### src/shared/ddrsr_pkg.sv
// Constants and carrier types for the dual-port burst SRAM interface
package ddrsr_pkg;
  localparam int DDRSR_WORD_W = 18;
  localparam int DDRSR_ADDR_W = 6;
  localparam int DDRSR_DEPTH = 64;
  localparam int DDRSR_BURST = 2;
  localparam int DDRSR_SYNC_STAGES = 2;
  // Read latency in half cycles of the input clock
  localparam int DDRSR_LAT_PLL_HALF = 3;
  localparam int DDRSR_LAT_LEGACY_HALF = 2;
  localparam logic [1:0] DDRSR_EDGE_RISE = 2'b01;
  localparam logic [DDRSR_WORD_W-1:0] DDRSR_DATA_RST = 18'h00000;

  typedef struct packed {
    logic [DDRSR_WORD_W-1:0] w1;
    logic [DDRSR_WORD_W-1:0] w0;
  } ddrsr_burst_t;

  typedef struct packed {
    logic valid;
    logic [DDRSR_ADDR_W-1:0] addr;
  } ddrsr_req_t;
endpackage : ddrsr_pkg

### src/verilog/ddrsr_core.sv
// Dual-port double-rate two-word burst SRAM core with echo clocks
`timescale 1ns/1ps
// Function
// - Separate read data outputs and write data inputs, running concurrently.
// - One address bus; read on true clock, write on complementary clock edge.
// - Each address holds two words; accesses burst both words in order, except a new read drops any pending read words not yet launched.
// - PLL disable high gives read latency of one and a half cycles.
// - PLL disable low gives read latency of one cycle.
// - All synchronous inputs are captured on true or complementary clock rises.
// - Read data launched on output clock rises, or input clocks if single domain.
// - Only rising edges act; both true and complementary clocks move data.
// - Echo clock pair driven aligned with returned read data.
// - Read and write port selects enable each port independently.
// - Writes complete internally, self-timed, from registered inputs only.
// - Reads return newest data for an address, including a write committed on the read launch edge.
module ddrsr_core import ddrsr_pkg::*; (
  input wire logic mclk,
  input wire logic nrst,
  input wire logic k_clk,
  input wire logic k_clk_n,
  input wire logic c_clk,
  input wire logic c_clk_n,
  input wire logic single_clock,
  input wire logic pll_disable,
  input wire logic read_port_select_n,
  input wire logic write_port_select_n,
  input wire logic [DDRSR_ADDR_W-1:0] addr,
  input wire logic [DDRSR_WORD_W-1:0] wr_data,
  output logic [DDRSR_WORD_W-1:0] rd_data,
  output logic rd_valid,
  output logic echo_clk,
  output logic echo_clk_n
);
  // ------------------------------------------------------------
  // Input synchronisers
  // ------------------------------------------------------------
  localparam int NSYNC = 7;
  logic [NSYNC-1:0] pin_raw;
  logic [NSYNC-1:0] s1_q;
  logic [NSYNC-1:0] s2_q;
  logic [NSYNC-1:0] s3_q;
  logic [DDRSR_ADDR_W-1:0] a1_q, a2_q;
  logic [DDRSR_WORD_W-1:0] d1_q, d2_q;
  assign pin_raw = {k_clk, k_clk_n, c_clk, c_clk_n, pll_disable,
                    read_port_select_n, write_port_select_n};
  always_ff @(posedge mclk or negedge nrst) begin
    if (!nrst) begin
      s1_q <= '0;
      s2_q <= '0;
      s3_q <= '0;
      a1_q <= '0;
      a2_q <= '0;
      d1_q <= '0;
      d2_q <= '0;
    end else begin
      s1_q <= pin_raw;
      s2_q <= s1_q;
      s3_q <= s2_q;
      a1_q <= addr;
      a2_q <= a1_q;
      d1_q <= wr_data;
      d2_q <= d1_q;
    end
  end

  // ------------------------------------------------------------
  // Edge detection on the synchronised clocks
  // ------------------------------------------------------------
  // Bits come in as arguments so every assign below follows them
  function automatic logic rise(input logic [1:0] pair);
    return pair == DDRSR_EDGE_RISE;
  endfunction : rise

  logic k_rise, kn_rise, c_rise, cn_rise, lat_pll, rsel, wsel;
  assign k_rise = rise({s3_q[6], s2_q[6]});
  assign kn_rise = rise({s3_q[5], s2_q[5]});
  assign c_rise = single_clock ? k_rise : rise({s3_q[4], s2_q[4]});
  assign cn_rise = single_clock ? kn_rise : rise({s3_q[3], s2_q[3]});
  assign lat_pll = s2_q[2];
  assign rsel = !s2_q[1];
  assign wsel = !s2_q[0];

  // ------------------------------------------------------------
  // Input capture and write path
  // ------------------------------------------------------------
  logic [DDRSR_WORD_W-1:0] mem [DDRSR_DEPTH*DDRSR_BURST];
  ddrsr_req_t rreq_q, rreq_d, wreq_q, wreq_d;
  logic [DDRSR_WORD_W-1:0] wlo_q, wlo_d;
  logic wphase_q, wphase_d;
  logic wcommit;
  always_comb begin
    rreq_d = rreq_q;
    wreq_d = wreq_q;
    wlo_d = wlo_q;
    wphase_d = wphase_q;
    wcommit = 1'b0;
    // read address on true clock rise
    if (k_rise) begin
      rreq_d.valid = rsel;
      // Hold the read address; a deselected cycle must not redirect a pending fetch
      if (rsel) begin
        rreq_d.addr = a2_q;
      end
    end
    // inputs registered on input clock rises
    if (kn_rise) begin
      wreq_d = '{valid: wsel, addr: a2_q};
      if (wsel) begin
        wphase_d = 1'b1;
      end
    end
    // first write word on K rise, second on K-bar rise
    if (k_rise && wphase_q) begin
      wlo_d = d2_q;
    end
    if (kn_rise && wphase_q) begin
      wcommit = wreq_q.valid;
      wphase_d = wsel;
    end
  end
  always_ff @(posedge mclk or negedge nrst) begin
    if (!nrst) begin
      rreq_q <= '0;
      wreq_q <= '0;
      wlo_q <= '0;
      wphase_q <= 1'b0;
    end else begin
      rreq_q <= rreq_d;
      wreq_q <= wreq_d;
      wlo_q <= wlo_d;
      wphase_q <= wphase_d;
    end
  end
  // ------------------------------------------------------------
  // Memory array, both burst words written in one commit
  // ------------------------------------------------------------
  always_ff @(posedge mclk) begin
    if (wcommit) begin
      mem[{wreq_q.addr, 1'b0}] <= wlo_q;
      mem[{wreq_q.addr, 1'b1}] <= d2_q;
    end
  end

  // ------------------------------------------------------------
  // Read path
  // ------------------------------------------------------------
  ddrsr_burst_t rbuf_q, rbuf_d, fetch;
  logic [2:0] rcnt_q, rcnt_d;
  logic [2:0] lat_half;
  logic [DDRSR_WORD_W-1:0] rd_data_d;
  logic rd_valid_d, echo_d, echo_n_d, half_edge;
  // bypass a write being committed this cycle
  always_comb begin
    fetch.w0 = mem[{rreq_q.addr, 1'b0}];
    fetch.w1 = mem[{rreq_q.addr, 1'b1}];
    if (wcommit && wreq_q.addr == rreq_q.addr) begin
      fetch = '{w1: d2_q, w0: wlo_q};
    end
  end
  // one and a half cycles with PLL disable high; one cycle with it low
  assign lat_half = lat_pll ? 3'(DDRSR_LAT_PLL_HALF) : 3'(DDRSR_LAT_LEGACY_HALF);
  assign half_edge = c_rise || cn_rise;
  always_comb begin
    rbuf_d = rbuf_q;
    rcnt_d = rcnt_q;
    rd_data_d = rd_data;
    rd_valid_d = rd_valid;
    echo_d = echo_clk;
    echo_n_d = echo_clk_n;
    if (k_rise && rsel) begin
      rcnt_d = 3'h1;
    end else if (half_edge && rcnt_q != 3'h0) begin
      rcnt_d = rcnt_q + 3'h1;
      if (rcnt_q == lat_half) begin
        rbuf_d = fetch;
        rd_data_d = fetch.w0;
        rd_valid_d = 1'b1;
      end else if (rcnt_q == lat_half + 3'h1) begin
        rd_data_d = rbuf_q.w1;
        rcnt_d = 3'h0;
      end
    end else if (half_edge && rd_valid && rcnt_q == 3'h0) begin
      rd_valid_d = 1'b0;
    end
    // echo clocks follow the output clocks, or the input clocks in one clock domain
    if (c_rise) begin
      echo_d = 1'b1;
      echo_n_d = 1'b0;
    end else if (cn_rise) begin
      echo_d = 1'b0;
      echo_n_d = 1'b1;
    end
  end
  // ------------------------------------------------------------
  // Output registers
  // ------------------------------------------------------------
  // dedicated read output register
  always_ff @(posedge mclk or negedge nrst) begin
    if (!nrst) begin
      rbuf_q <= '0;
      rcnt_q <= 3'h0;
      rd_data <= DDRSR_DATA_RST;
      rd_valid <= 1'b0;
      echo_clk <= 1'b0;
      echo_clk_n <= 1'b0;
    end else begin
      rbuf_q <= rbuf_d;
      rcnt_q <= rcnt_d;
      rd_data <= rd_data_d;
      rd_valid <= rd_valid_d;
      echo_clk <= echo_d;
      echo_clk_n <= echo_n_d;
    end
  end
endmodule : ddrsr_core

### config.mk
export PLATFORM = sky130hd
export DESIGN_NAME = ddrsr_core
export DESIGN_NICKNAME = d
export VERILOG_FILES = /design/src/shared/ddrsr_pkg.sv /design/src/verilog/ddrsr_core.sv
export SDC_FILE = /design/constraint.sdc
export NUM_CORES = 2
export LEC_CHECK = 0
export ABC_AREA = 0
export BUFFER_PORTS_ARGS = -buffer_cell sky130_fd_sc_hd__buf_2
export CAP_MARGIN = 5
export CORE_MARGIN = 8
export CORE_UTILIZATION = 50
export DETAILED_ROUTE_END_ITERATION = 6
export GPL_TIMING_DRIVEN = 0
export MAX_ROUTING_LAYER = met4
export PLACE_DENSITY = 0.65
export SYNTH_ARGS = -nofsm -noshare
export SYNTH_HDL_FRONTEND = slang
export SYNTH_SLANG_ARGS = --single-unit
### constraint.sdc
create_clock -name mclk -period 10.42 [get_ports mclk]
set_input_delay 1.563 -clock mclk [delete_from_list [all_inputs] [get_ports mclk]]
set_output_delay 1.563 -clock mclk [all_outputs]
set_load 0.005 [all_outputs]
==> flow_metrics.py <==
metrics = {
    "route": {
        "num_vias": 46800,
        "routed_wl_um": 259000,
        "ant_nets": 0,
        "drc_errors": 0,
        "drt-initial-drc-count": 6994,
        "first_pass_iters": 5,
        "via_per_inst": 6.55,
        "avgRoutedWirePerCell_um": 36.3,
    },
    "floorplan": {
        "die_y_um": 447,
        "ioPinCount": 55,
        "chipWidth_um": 447,
        "start_util_pct": 50.2,
        "dieArea_um2": 200000,
        "rows": 158,
        "coreArea_um2": 185000,
    },
    "global_routing": {
        "first_global_vias": 46000,
        "grt_max_degree": 77,
        "grtUsageTotal_pct": 26.6,
        "antenna_found_initial": 10,
        "grt_pass1_wl_um": 360000,
        "grt_overflow": 0,
    },
    "synthesis": {
        "synth_area_um2": 92900,
        "synth_adder_area_share_pct": 0.0269,
        "synthCells": 4020,
        "yosys_warnings": 0,
        "muxShareOfSynthArea_pct": 16.3,
        "synth_enable_flop_cells": 2304,
        "synth_top_family_by_area": "multiplexers",
        "async_reset_ff_share_pct": 5.73,
        "synth_nets": 4056,
        "ys_seq_area_share_pct": 78.3,
        "synth_area_leaders": "edfxtp_1 (75%), mux4_2 (15%), dfrtp_1 (3.8%), a22oi_1 (0.99%), mux2i_1 (0.65%)",
        "synth_compound_area_share_pct": 2.61,
        "synthSimpleGateAreaFrac_pct": 1.54,
        "ys_ff_latch": 2444,
        "synth_cell_types": 57,
        "synth_top_area_share_pct": 74.5,
        "synth_top_cell_by_area": "edfxtp_1",
        "synth-main-ff-cell": "edfxtp_1",
        "syn_area_per_cell_um2": 23.1,
        "synth_xor_area_share_pct": 0.0660,
    },
    "worst_setup_path": {
        "startpoint_type": "flip-flop",
        "critPathCaptureType": "flip-flop",
        "path_class": "flip-flop to flip-flop",
        "cp_max_fo": 10,
        "cp.required_ns": 11.14,
        "critPathArrivalTime_ns": 5.13,
        "reg2reg_slack_ns": 6.01,
    },
    "sta": {
        "layout_min_cycle_time_ns": 4.41,
        "fin_setup_tns_ns": 0,
        "fin_crit_sh_pct": 42.3,
        "hold_viol_final": 0,
        "setup_slack_ns": 6.01,
        "slew_violations": 0,
        "finalClockSkew_ns": 0.0561,
        "tightestPinTransition_ns": 1.39,
        "relSlewSlack_pct": 7.38,
        "timing.fmax_mhz": 227,
        "setup_viol": 0,
        "rsz0062_at_grt": "no",
    },
    "placement": {
        "gp_congestion": 0.914,
        "io_buffer_count": 54,
        "place_ws_ns": 5.76,
        "place_hpwl_um": 169000,
        "placedCellCount": 6692,
    },
    "flow_run": {
        "cap_violations": 0,
    },
    "finish": {
        "multiInputGateArea_um2": 19500,
        "fin_cells": 7139,
        "drive_gt1_share_pct": 30.6,
        "regArea_um2": 72700,
        "nets": 4482,
        "areaGrowthSynthToFinish_pct": 15.6,
        "nFillCells": 13200,
    },
    "worst_hold_path": {
        "hold_path_class": "flip-flop to flip-flop",
    },
    "clock_tree": {
        "clk_latency_ns": 0.90,
        "cts_setup_buffers": 0,
        "clk_pin_slew_ns": 0.06,
        "cts_tree": "yes",
        "cts-root-buf": "clkbuf_16",
        "cts_sinks": 2444,
        "cts_buffers": 232,
        "ctsResizeCount": 0,
        "htreeDepth": 4,
        "max-clock-path-buffers": 3,
        "postCtsHoldBufs": 0,
    },
    "power": {
        "vdd_drop_max_v": 0.000200,
        "p_leak_nw": 33.8,
        "finalPower_mw": 23.5,
        "p_per_area_nw_per_um2": 219,
    },
    "run_status": {
        "outcome": "finished, final reports clean",
    },
}
[final timing paths]
| check | start | to | cells past startpoint |
|---|---|---|---|
| worst max register to register | rreq_q[2]$_DFFE_PN0P_ | rbuf_q[35]$_DFFE_PN0P_ | 11 |
| max in group asynchronous | nrst | wlo_q[8]$_DFFE_PN0P_ | 2 |
| worst max-delay path | rreq_q[2]$_DFFE_PN0P_ | rbuf_q[35]$_DFFE_PN0P_ | 11 |
| worst min register to register | d1_q[10]$_DFF_PN0_ | d2_q[10]$_DFF_PN0_ | 0 |
| min in group asynchronous | nrst | d1_q[8]$_DFF_PN0_ | 1 |
| worst min-delay path | d1_q[10]$_DFF_PN0_ | d2_q[10]$_DFF_PN0_ | 0 |
[layout make-up]
class                           instances  area share [%]
Timing Repair Buffer                  192            2.94
Inverter                                7          0.0245
Clock inverter                        136            1.29
Clock buffer                          306            5.86
Antenna cell                            5          0.0117
Buffer                                221            1.04
Sequential cell                      2444            67.8
Multi-Input combinational cell       1348            18.2
Tap cell                             2480            2.89
[worst max-delay path, stage by stage (launching register included)]
cell	delay, ns
dfrtp_1	0.32
buf_4	0.21
buf_2	0.36
clkbuf_1	0.58
buf_8	0.27
clkbuf_1	0.59
mux4_2	0.41
a22oi_1	0.26
nand2_1	0.24
a22o_1	0.32
nor3_1	0.50
o21ai_0	0.18
[power breakdown]
part           switching, mW  total [mW]  leakage [nW]  internal (mW)
registers              0.341        11.5          22.4           11.2
clock network           3.71        8.41          3.72           4.70
logic                   2.19        3.55          7.71           1.36
[kinds of logic after synthesis]
family | after synthesis
mux | 724
buf+inv | 228
fa+ha+maj | 2
compound gates | 325
simple gates | 290
xor+xnor | 7
flops | 2444
[routing by layer]
metal	share of wire, %	vias up	GRT usage [%]
met1	37	25100	35.3
met4	5.6	0	12.0
met5	0	-	-
li1	-	18000	-
met3	11	679	6.31
met2	46	2960	39.6
[cells in the mapped netlist, types with 3 or more instances]
library cell / count
clkbuf_1: 95
a21oi_1: 54
dfrtp_1: 140
nand3b_1: 3
edfxtp_1: 2304
nor4_1: 6
buf_4: 35
nor2_1: 99
nor2b_1: 20
inv_1: 7
a221oi_1: 23
nand2b_1: 24
and2_1: 19
xnor2_1: 3
a2111oi_2: 17
a22oi_1: 122
o21ai_0: 21
nand3_1: 5
nor3_1: 22
buf_1: 26
o22ai_1: 27
buf_6: 11
mux2_2: 41
nand2_1: 59
nor3b_1: 3
a2111oi_0: 3
buf_2: 54
xor2_1: 4
a211oi_1: 7
mux2i_1: 60
o31ai_1: 21
and3_1: 18
a22o_1: 14
mux4_2: 623
[stage by stage]
step	cell area, µm²	hold WS (ns)	utilization, %
2_1_floorplan	92900	0.331	-
3_3_place_gp	96200	0.332	52.0
3_5_place_dp	99600	0.335	53.8
4_1_cts	107000	0.348	58.0
5_1_grt	107000	0.351	58.0
6_report	107000	0.345	58.0
[flip-flops by register name (all words and copies together) (netlist names), 3 cells and up]
| signal | count |
|---|---|
| a1_q | 6 |
| a2_q | 6 |
| d1_q | 18 |
| d2_q | 18 |
| mem | 2304 |
| rbuf_q | 18 |
| rcnt_q | 3 |
| rd_data | 18 |
| rreq_q | 6 |
| s1_q | 7 |
| s2_q | 7 |
| s3_q | 4 |
| wlo_q | 18 |
| wreq_q | 7 |
[placed cells by master, fill, tap and decap left out, types with 27 or more instances in the layout]
cell type / count
a21oi_1: 54
a22oi_1: 122
buf_12: 90
buf_16: 34
buf_2: 107
buf_4: 42
clkbuf_1: 148
clkbuf_16: 232
clkinv_1: 43
clkinv_2: 47
dfrtp_1: 104
dfrtp_2: 36
edfxtp_1: 2304
mux2_2: 41
mux2i_1: 60
mux4_2: 623
nand2_1: 59
nor2_1: 38
nor2_4: 60
o22ai_1: 27
(Power assumes the default switching activity.)
